## src/dma_crc_defs.svh

```systemverilog
// Purpose: register offsets, field positions and reset values of the dma
//          global, crc and per-channel register block
// Assumes: byte addresses on a 32-bit word register port
// Notes:   per-channel registers sit in a window of their own per channel
`ifndef DMA_CRC_DEFS_SVH
`define DMA_CRC_DEFS_SVH

`define OFS_GLOBAL_CONTROL 16'h3000
`define OFS_GLOBAL_STATUS 16'h3010
`define OFS_ERROR_ADDRESS 16'h3020
`define OFS_CRC_CONTROL 16'h3030
`define OFS_CRC_DATA_SEED 16'h3040
`define OFS_CRC_POLY_XOR 16'h3050
`define OFS_IRQ_STATUS 16'h3070
`define OFS_IRQ_MASK 16'h3080
`define OFS_CHAN_BASE 16'h3100
`define CHAN_STRIDE 16'h0100
`define OFS_CH_INT 8'h30
`define OFS_CH_SRC 8'h40
`define OFS_CH_DST 8'h50
`define ALIAS_CLR 2'h1
`define ALIAS_SET 2'h2
`define ALIAS_INV 2'h3

`define CTRL_ON_BIT 15
`define CTRL_SUSPEND_BIT 12
`define CTRL_BUSY_BIT 11
`define CTRL_WMASK 32'h0000_9000
`define CRC_WBO_BIT 27
`define CRC_EN_BIT 7
`define CRC_APP_BIT 6
`define CRC_TYP_BIT 5
`define CRC_CH_LSB 0
`define CRC_WMASK 32'h3900_1fe7
`define STAT_WR_BIT 3
`define FLAG_DHIF 4
`define FLAG_BCIF 3
`define FLAG_CCIF 2
`define FLAG_TAIF 1
`define FLAG_ERIF 0
`define RESET_WORD 32'h0000_0000

`endif

```

## src/dma_crc_pkg.sv

```systemverilog
// Purpose: types shared by the dma crc register block
// Assumes: nothing beyond the defs header
// Notes:   states are one-hot
package dma_crc_pkg;
  typedef enum logic [3:0] {
    ST_IDLE = 4'b0001,
    ST_MOVE = 4'b0010,
    ST_APPEND = 4'b0100,
    ST_DONE = 4'b1000
  } xfer_state_e;
  typedef logic [31:0] word_t;
endpackage

```

## src/dma_crc_channel_flags.sv

```systemverilog
// Purpose: global control/status, crc engine, per-channel start addresses
//          and interrupt flags of a multi-channel dma controller
// Assumes: one clock, async active-high reset, plain register port with
//          read data one cycle after the read strobe
// Notes:   the data mover itself is abstracted to a per-channel word stream
//
// Function
// - global and crc registers have clear, set, invert aliases at +4, +8, +c
// - append mode feeds crc only; crc written to destination at block end
// - normal mode passes data through crc and destination, obeying byte order
// - crc type one gives ip header checksum, zero gives lfsr crc
// - three-bit channel select attaches crc engine to exactly one channel
// - with byte order set, no unaligned transfers and append cannot be set
// - destination half-full flag sets when pointer reaches half the size
// - block complete flag sets at larger size transferred or pattern match
// - cell complete flag sets each time cell-size bytes are transferred
// - matching abort request aborts the transfer and sets abort flag
// - address error flag sets on invalid source or destination address
// - flags read zero with nothing pending and are zero after reset
`include "dma_crc_defs.svh"
`timescale 1ns/1ps
`default_nettype none
module dma_crc_channel_flags
  import dma_crc_pkg::*;
#(
  parameter int NCH = 8
) (
  input wire logic clock,                  // 200 mhz system clock
  input wire logic sys_rst,                // async reset, active high
  input wire logic [15:0] reg_addr,        // register byte address
  input wire logic [31:0] reg_wdata,       // register write data
  input wire logic reg_wr,                 // write strobe
  input wire logic reg_rd,                 // read strobe
  output logic [31:0] reg_rdata,           // read data, cycle after strobe
  input wire logic [NCH-1:0] ch_start,     // pulse: start channel block
  input wire logic [NCH-1:0] ch_beat,      // pulse: one source word moved
  input wire logic [31:0] src_word,        // source word of the beat
  input wire logic [NCH-1:0] ch_dst_half,  // pointer reached half size
  input wire logic [NCH-1:0] ch_cell_done, // cell size bytes moved
  input wire logic [NCH-1:0] ch_blk_done,  // larger of sizes moved
  input wire logic [NCH-1:0] ch_pat_match, // pattern match event
  input wire logic [NCH-1:0] ch_abort_irq, // abort irq number matched
  input wire logic [NCH-1:0] ch_addr_err,  // invalid src or dst address
  input wire logic [31:0] err_addr,        // offending address
  output logic [NCH-1:0] ch_abort,         // pulse: abort the channel
  output logic dst_wr,                     // destination write strobe
  output logic [31:0] dst_addr,            // destination write address
  output logic [31:0] dst_data,            // destination write data
  output logic irq                         // level interrupt
);

  localparam int CW = $clog2(NCH);

  word_t ctrl_r, crc_ctrl_r, seed_r, poly_r, err_addr_r;
  logic [4:0] status_r;
  logic [NCH-1:0] irq_stat_r, irq_mask_r;
  logic [4:0] flags_r [NCH];
  logic [15:0] flag_en_r [NCH];
  word_t src_r [NCH];
  word_t dst_r [NCH];
  word_t crc_r;
  xfer_state_e st_r;
  logic [CW-1:0] crc_ch;
  logic busy;

  // alias decode: low nibble of address picks plain, clear, set or invert
  logic [15:0] base;
  logic [1:0] alias_sel;
  assign base = {reg_addr[15:4], 4'h0};
  assign alias_sel = reg_addr[3:2];

  function automatic word_t apply_alias(input word_t cur, input word_t wd,
                                        input logic [1:0] sel);
    case (sel)
      `ALIAS_CLR: apply_alias = cur & ~wd;
      `ALIAS_SET: apply_alias = cur | wd;
      `ALIAS_INV: apply_alias = cur ^ wd;
      default: apply_alias = wd;
    endcase
  endfunction

  // ip checksum: ones-complement sum of two halfwords folded in
  function automatic word_t csum_step(input word_t acc, input word_t d);
    logic [17:0] s;
    s = {2'b00, acc[15:0]} + {2'b00, d[31:16]} + {2'b00, d[15:0]};
    s = {2'b00, s[15:0]} + {16'h0000, s[17:16]};
    csum_step = {16'h0000, s[15:0] + {15'h0000, s[16]}};
  endfunction

  // lfsr crc: one bit per shift, polynomial taken from the xor register
  function automatic word_t lfsr_step(input word_t acc, input word_t d,
                                      input word_t poly);
    word_t c;
    c = acc;
    for (int i = 31; i >= 0; i--) begin
      c = (c[31] ^ d[i]) ? ((c << 1) ^ poly) : (c << 1);
    end
    lfsr_step = c;
  endfunction

  assign crc_ch = crc_ctrl_r[`CRC_CH_LSB +: CW];
  assign busy = (st_r != ST_IDLE);

  logic w_ctrl, w_crc, w_seed, w_poly;
  assign w_ctrl = reg_wr && base == `OFS_GLOBAL_CONTROL;
  assign w_crc = reg_wr && base == `OFS_CRC_CONTROL;
  assign w_seed = reg_wr && base == `OFS_CRC_DATA_SEED;
  assign w_poly = reg_wr && base == `OFS_CRC_POLY_XOR;

  always_ff @(posedge clock or posedge sys_rst) begin
    if (sys_rst) begin
      ctrl_r <= `RESET_WORD;
    end else if (w_ctrl) begin
      ctrl_r <= apply_alias(ctrl_r, reg_wdata, alias_sel)
                & `CTRL_WMASK;
    end
  end

  // byte order set forbids append; a write setting both keeps append clear
  always_ff @(posedge clock or posedge sys_rst) begin
    word_t nv;
    if (sys_rst) begin
      crc_ctrl_r <= `RESET_WORD;
    end else if (w_crc) begin
      nv = apply_alias(crc_ctrl_r, reg_wdata, alias_sel) & `CRC_WMASK;
      if (nv[`CRC_WBO_BIT]) begin
        nv[`CRC_APP_BIT] = 1'b0;
      end
      crc_ctrl_r <= nv;
    end
  end

  always_ff @(posedge clock or posedge sys_rst) begin
    if (sys_rst) begin
      poly_r <= `RESET_WORD;
    end else if (w_poly) begin
      poly_r <= apply_alias(poly_r, reg_wdata, alias_sel);
    end
  end

  // seed register reads back the running crc once the engine has started
  always_ff @(posedge clock or posedge sys_rst) begin
    if (sys_rst) begin
      seed_r <= `RESET_WORD;
    end else if (w_seed) begin
      seed_r <= apply_alias(crc_r, reg_wdata, alias_sel);
    end
  end

  // crc engine and transfer sequencer of the attached channel
  logic eng_beat, eng_start, eng_end, app;
  assign eng_beat = ch_beat[crc_ch] && crc_ctrl_r[`CRC_EN_BIT];
  assign eng_start = ch_start[crc_ch] && crc_ctrl_r[`CRC_EN_BIT];
  assign eng_end = ch_blk_done[crc_ch] || ch_abort_irq[crc_ch];
  assign app = crc_ctrl_r[`CRC_APP_BIT];

  always_ff @(posedge clock or posedge sys_rst) begin
    if (sys_rst) begin
      st_r <= ST_IDLE;
      crc_r <= `RESET_WORD;
    end else begin
      if (w_seed) begin
        crc_r <= apply_alias(crc_r, reg_wdata, alias_sel);
      end else if (eng_start && st_r == ST_IDLE) begin
        crc_r <= seed_r; // each block restarts from the programmed seed
      end else if (eng_beat && st_r == ST_MOVE) begin
        crc_r <= crc_ctrl_r[`CRC_TYP_BIT] ? csum_step(crc_r, src_word)
                 : lfsr_step(crc_r, src_word, poly_r);
      end
      case (st_r)
        ST_IDLE: if (eng_start) begin
          st_r <= ST_MOVE;
        end
        ST_MOVE: if (ch_abort_irq[crc_ch]) begin
          st_r <= ST_IDLE;
        end else if (eng_end) begin
          st_r <= app ? ST_APPEND : ST_DONE;
        end
        ST_APPEND: st_r <= ST_DONE;
        ST_DONE: st_r <= ST_IDLE;
        default: st_r <= ST_IDLE;
      endcase
    end
  end

  // destination writes: data path in normal mode, crc value in append mode
  always_ff @(posedge clock or posedge sys_rst) begin
    if (sys_rst) begin
      dst_wr <= 1'b0;
      dst_addr <= `RESET_WORD;
      dst_data <= `RESET_WORD;
    end else begin
      dst_wr <= 1'b0;
      if (st_r == ST_APPEND) begin
        dst_wr <= 1'b1;
        dst_addr <= dst_r[crc_ch];
        dst_data <= crc_r;
      end else if (eng_beat && st_r == ST_MOVE && !app) begin
        dst_wr <= 1'b1;
        dst_addr <= dst_r[crc_ch];
        dst_data <= crc_ctrl_r[`CRC_WBO_BIT] ?
                    {src_word[7:0], src_word[15:8],
                     src_word[23:16], src_word[31:24]} : src_word;
      end
    end
  end

  always_ff @(posedge clock or posedge sys_rst) begin
    if (sys_rst) begin
      ch_abort <= '0;
    end else begin
      ch_abort <= ch_abort_irq;
    end
  end

  // global status: channel of the last address error, no direction bit, error address
  always_ff @(posedge clock or posedge sys_rst) begin
    if (sys_rst) begin
      status_r <= 5'h00;
      err_addr_r <= `RESET_WORD;
    end else begin
      for (int c = 0; c < NCH; c++) begin
        if (ch_addr_err[c]) begin
          status_r <= {1'b0, 4'(c)};
          err_addr_r <= err_addr;
        end
      end
    end
  end

  // per-channel registers
  genvar g;
  generate
    for (g = 0; g < NCH; g++) begin : g_ch
      logic [15:0] cb;
      logic hit;
      logic [4:0] ev;
      assign cb = 16'(`OFS_CHAN_BASE + g * `CHAN_STRIDE);
      assign hit = reg_wr && reg_addr[15:8] == cb[15:8];
      assign ev = {ch_dst_half[g],
                   ch_blk_done[g] | ch_pat_match[g],
                   ch_cell_done[g],
                   ch_abort_irq[g],
                   ch_addr_err[g]};

      always_ff @(posedge clock or posedge sys_rst) begin
        word_t nv;
        if (sys_rst) begin
          flags_r[g] <= 5'h00;
          flag_en_r[g] <= 16'h0000;
        end else begin
          nv = {flag_en_r[g], 11'h000, flags_r[g]};
          if (hit && reg_addr[7:4] == `OFS_CH_INT >> 4) begin
            nv = apply_alias(nv, reg_wdata, alias_sel);
          end
          flags_r[g] <= nv[4:0] | ev;
          flag_en_r[g] <= nv[31:16];
        end
      end

      always_ff @(posedge clock or posedge sys_rst) begin
        if (sys_rst) begin
          src_r[g] <= `RESET_WORD;
          dst_r[g] <= `RESET_WORD;
        end else if (hit && !busy) begin
          if (reg_addr[7:4] == `OFS_CH_SRC >> 4) begin
            src_r[g] <= apply_alias(src_r[g], reg_wdata, alias_sel);
          end
          if (reg_addr[7:4] == `OFS_CH_DST >> 4) begin
            dst_r[g] <= apply_alias(dst_r[g], reg_wdata, alias_sel);
          end
        end
      end
    end
  endgenerate

  // sticky channel interrupt summary; a read clears, a new event wins
  logic [NCH-1:0] ch_any;
  always_comb begin
    for (int c = 0; c < NCH; c++) begin
      ch_any[c] = |(flags_r[c] & flag_en_r[c][4:0]);
    end
  end

  logic rd_stat;
  assign rd_stat = reg_rd && reg_addr == `OFS_IRQ_STATUS;

  always_ff @(posedge clock or posedge sys_rst) begin
    if (sys_rst) begin
      irq_stat_r <= '0;
    end else begin
      irq_stat_r <= (rd_stat ? '0 : irq_stat_r) | ch_any;
    end
  end

  always_ff @(posedge clock or posedge sys_rst) begin
    if (sys_rst) begin
      irq_mask_r <= '0;
    end else if (reg_wr && reg_addr == `OFS_IRQ_MASK) begin
      irq_mask_r <= reg_wdata[NCH-1:0];
    end
  end

  always_ff @(posedge clock or posedge sys_rst) begin
    if (sys_rst) begin
      irq <= 1'b0;
    end else begin
      irq <= |((rd_stat ? '0 : irq_stat_r) & irq_mask_r);
    end
  end

  // read mux; aliases read as the base register, unmapped reads zero
  always_ff @(posedge clock or posedge sys_rst) begin
    logic [CW-1:0] ci;
    if (sys_rst) begin
      reg_rdata <= `RESET_WORD;
    end else begin
      ci = CW'(reg_addr[15:8] - 8'h31);
      reg_rdata <= `RESET_WORD;
      if (reg_rd) begin
        case (base)
          `OFS_GLOBAL_CONTROL:
            reg_rdata <= ctrl_r | (32'(busy) << `CTRL_BUSY_BIT);
          `OFS_GLOBAL_STATUS: reg_rdata <= {27'h0, status_r};
          `OFS_ERROR_ADDRESS: reg_rdata <= err_addr_r;
          `OFS_CRC_CONTROL: reg_rdata <= crc_ctrl_r;
          `OFS_CRC_DATA_SEED: reg_rdata <= crc_r;
          `OFS_CRC_POLY_XOR: reg_rdata <= poly_r;
          `OFS_IRQ_STATUS: reg_rdata <= 32'(irq_stat_r);
          `OFS_IRQ_MASK: reg_rdata <= 32'(irq_mask_r);
          default: begin
            if (reg_addr[15:8] >= 8'h31 && reg_addr[15:8] < 8'(8'h31 + NCH)) begin
              case (reg_addr[7:4])
                4'h3: reg_rdata <= {flag_en_r[ci], 11'h000, flags_r[ci]};
                4'h4: reg_rdata <= src_r[ci];
                4'h5: reg_rdata <= dst_r[ci];
                default: reg_rdata <= `RESET_WORD;
              endcase
            end
          end
        endcase
      end
    end
  end

endmodule
`default_nettype wire

```

## config.mk

```make
export PLATFORM = sky130hd
export DESIGN_NAME = dma_crc_channel_flags
export DESIGN_NICKNAME = d
export VERILOG_FILES = /design/src/dma_crc_pkg.sv /design/src/dma_crc_channel_flags.sv
export VERILOG_INCLUDE_DIRS = /design/src
export SDC_FILE = /design/constraint.sdc
export NUM_CORES = 2
export LEC_CHECK = 0
export BUFFER_PORTS_ARGS = -buffer_cell sky130_fd_sc_hd__buf_2
export CAP_MARGIN = 30
export CORE_UTILIZATION = 33
export DETAILED_ROUTE_END_ITERATION = 16
export PLACE_DENSITY = 0.46
export SYNTH_ARGS = -nofsm -noshare
export SYNTH_HDL_FRONTEND = slang
export SYNTH_SLANG_ARGS = --single-unit
```

## constraint.sdc

```tcl
create_clock -name clock -period 36 [get_ports clock]
set_clock_uncertainty 0.15 [all_clocks]
set_input_delay 7.2 -clock clock [delete_from_list [all_inputs] [get_ports clock]]
set_output_delay 7.2 -clock clock [all_outputs]
set_load 0.005 [all_outputs]
```

==> flow_metrics.py <==
metrics = {
    "detailed_routing": {
        "drt-initial-drc-count": 9082,
        "avgViaCountPerCell": 5.912,
        "vias": 94096,
        "routedWlPerCell_um": 28.78,
        "drc": 0,
        "routed_wl_mm": 458.0,
        "antenna_left": 0,
        "drt-pass1-iter-count": 7,
    },
    "sta": {
        "drv_slew": 0,
        "finalCritPeriodShare_pct": 67.68,
        "clock.fmax_ghz": 0.04104,
        "hold_viol": 0,
        "fin_crit_ns": 24.36,
        "finalSetupViolCount": 0,
        "rsz0062_at_grt": "false",
        "setup_tns_ns": 0,
        "relSlewSlack_pct": 24.53,
        "worst_slew_pin_slew_ns": 1.123,
    },
    "layout": {
        "fin_cells": 15916,
        "areaGrowthSynthToFinish_pct": 10.49,
        "fill_cells": 31923,
        "final_cell_mix": "ha_1, a211oi_1, a21oi_1, nand2_1, dfrtp_1",
        "multiInputGateArea_sq_um": 74980,
        "drive_gt1_share_pct": 17.69,
        "seq_area_sq_um": 23890,
        "final_common_cell": "ha_1",
        "nets": 13351,
    },
    "worst_setup_path": {
        "reg2reg_to": "crc_r[14]",
        "critPathMaxFanout": 31,
        "cp-end-kind": "flip-flop",
        "slowest_stage": "xnor3_1",
        "r2r_slack_ns": 17.27,
        "cp_data_arrival_time_ns": 24.90,
        "crit_type": "in -> reg",
        "r2r-start": "poly_r[31]",
        "slowest_delay_ns": 0.94,
        "rr_worst_depth": 48,
        "start_kind": "input pin",
        "cp_common_cell": "buf_4",
        "cp.required_ns": 36.53,
    },
    "logic_synthesis": {
        "synth_nets": 13589,
        "syn_area_per_cell_sq_um": 8.887,
        "ys_async_sr_fraction_pct": 100.0,
        "synth_ff_type": "dfrtp_1",
        "synth_edf_count": 0,
        "ys_ff_latch": 954,
        "postSynthCellCount": 11845,
        "seq_area_frac_synth_pct": 22.68,
        "yosysWarnings": 0,
        "synth.largest_area_cell": "dfrtp_1",
        "ys_types": 121,
        "synth_area_leaders": "dfrtp_1, ha_1, a211oi_1",
        "synthesis.area_sq_um": 105300,
        "yosys.area.top_type_share_pct": 22.65,
    },
    "clock_tree": {
        "cts_tree": "yes",
        "clk_path_buf_depth": 4,
        "cts_buffers": 140,
        "clockRootBuffer": "clkbuf_16",
        "path_clk_slew_ns": 0.06,
        "ctsResizeCount": 0,
        "cts_sinks": 954,
        "clk_latency_ns": 0.85,
        "cts_hold_buf": 0,
        "post_cts.repair.setup_buffers": 0,
        "htree_levels": 4,
    },
    "hold_path": {
        "hp-start": "err_addr_r[25]",
        "whs_path_depth": 2,
        "hold_class": "reg -> reg",
        "worstHoldEndpoint": "err_addr_r[25]",
    },
    "global_route": {
        "met3_usage_pct": 3.709,
        "antenna_found_initial": 36,
        "grt-ovfl-total": 0,
        "grt.met1_usage_pct": 34.91,
        "grt_pass1_vias": 92998,
        "grt_pass1_wl_mm": 662.2,
        "grt_util_met2_pct": 44.99,
        "grt_use_total_pct": 27.59,
        "grt_max_degree": 204,
        "busiest_layer": "met2",
    },
    "placed_design": {
        "placed_cells": 15636,
        "hpwl_mm": 309.1,
        "gp_congestion": 0.9476,
        "numPortBuffers": 285,
    },
    "floorplan": {
        "io_pins": 286,
        "initial_core_util_pct": 33.15,
        "die_area_sq_um": 321300,
        "core_sq_um": 317500,
        "fp.dieH_um": 566.8,
        "rows": 207,
        "die_width_um": 566.8,
    },
    "status": {
        "status": "finished clean",
    },
    "run": {
        "maxCapViolations": 0,
    },
}
-- cells by family (layout without fill, tap and decap cells) --
| family | after synthesis | after routing | synth area share, % |
|---|---|---|---|
| buffers and inverters | 1822 | 1690 | 6.566 |
| xor gates and xnor gates | 877 | 877 | 8.030 |
| muxes | 1121 | 1121 | 14.46 |
| DFF | 954 | 954 | 22.68 |
| and+or+nand+nor | 2110 | 2110 | 8.298 |
| adders and majority gates | 1564 | 1564 | 18.72 |
| other | 0 | 23 | 0 |
| AOI/OAI and AO/OA | 3397 | 3397 | 21.25 |
-- critical path, delay by kind of cell --
family	cells	cell delay (ns)
buf+inv	7	1.98
compound gates	15	4.34
mux	2	1.05
xor+xnor	9	5.20
simple gates	17	5.01
-- flip-flops by register name, indices dropped and copies added, names as in the netlist, 8 cells and up --
register	flops
dst_r	256
src_r	256
flag_en_r	128
flags_r	40
crc_r	32
dst_addr	32
dst_data	32
err_addr_r	32
poly_r	32
reg_rdata	32
seed_r	32
crc_ctrl_r	15
ch_abort	8
irq_mask_r	8
irq_stat_r	8
-- Yosys cell counts, types with 43 or more instances --
library cell / n
nor3_1: 82
a31oi_1: 67
a21oi_1: 1273
a222oi_1: 44
nand3_1: 63
xnor3_1: 43
nand2_1: 1161
dfrtp_1: 953
a211o_1: 50
ha_1: 1546
nor2_1: 617
a211oi_1: 1293
clkbuf_1: 799
mux2_2: 773
mux4_2: 242
mux2i_1: 104
inv_1: 810
xnor2_1: 747
o22ai_1: 96
o21ai_0: 169
xor2_1: 71
buf_1: 168
-- final cells by class --
| type | count | area share [%] |
|---|---|---|
| Timing Repair Buffer | 623 | 3.804 |
| Clock inverter | 37 | 0.3615 |
| Inverter | 819 | 2.651 |
| Antenna cell | 23 | 0.04949 |
| Tap cell | 4180 | 4.497 |
| Multi-Input combinational cell | 9069 | 64.47 |
| Sequential cell | 954 | 20.54 |
| Clock buffer | 211 | 3.625 |
-- metal layers --
layer / wire length, um / up-vias
li1: - / 42125
met1: 191200 / 47902
met2: 211600 / 3226
met3: 25310 / 843
met4: 29890 / 0
met5: 0 / -
-- metrics by stage --
stage	utilization, %	cell area, sq um	hold WS, ns	setup WS (ns)
after floorplan	-	105300	0.2886	1.820
after global placement	34.99	111100	0.3044	10.95
after detailed placement	35.08	111400	0.3063	11.25
after CTS	36.54	116000	0.3184	12.13
after global routing	36.62	116300	0.3344	10.68
final	36.63	116300	0.3179	11.64
-- worst max-delay path by stage --
stage,from,to,cells after the start
final,src_word[31],crc_r[14],50
after global routing,src_word[31],crc_r[14],50
after CTS,src_word[31],crc_r[14],50
after detailed placement,src_word[31],crc_r[14],50
after global placement,src_word[29],crc_r[4],46
after floorplan,sys_rst,ch_abort[0],1
Power is left out: the tool's default activity adds up to more than one toggle a clock period on the data nets, which glitch-free logic cannot reach.
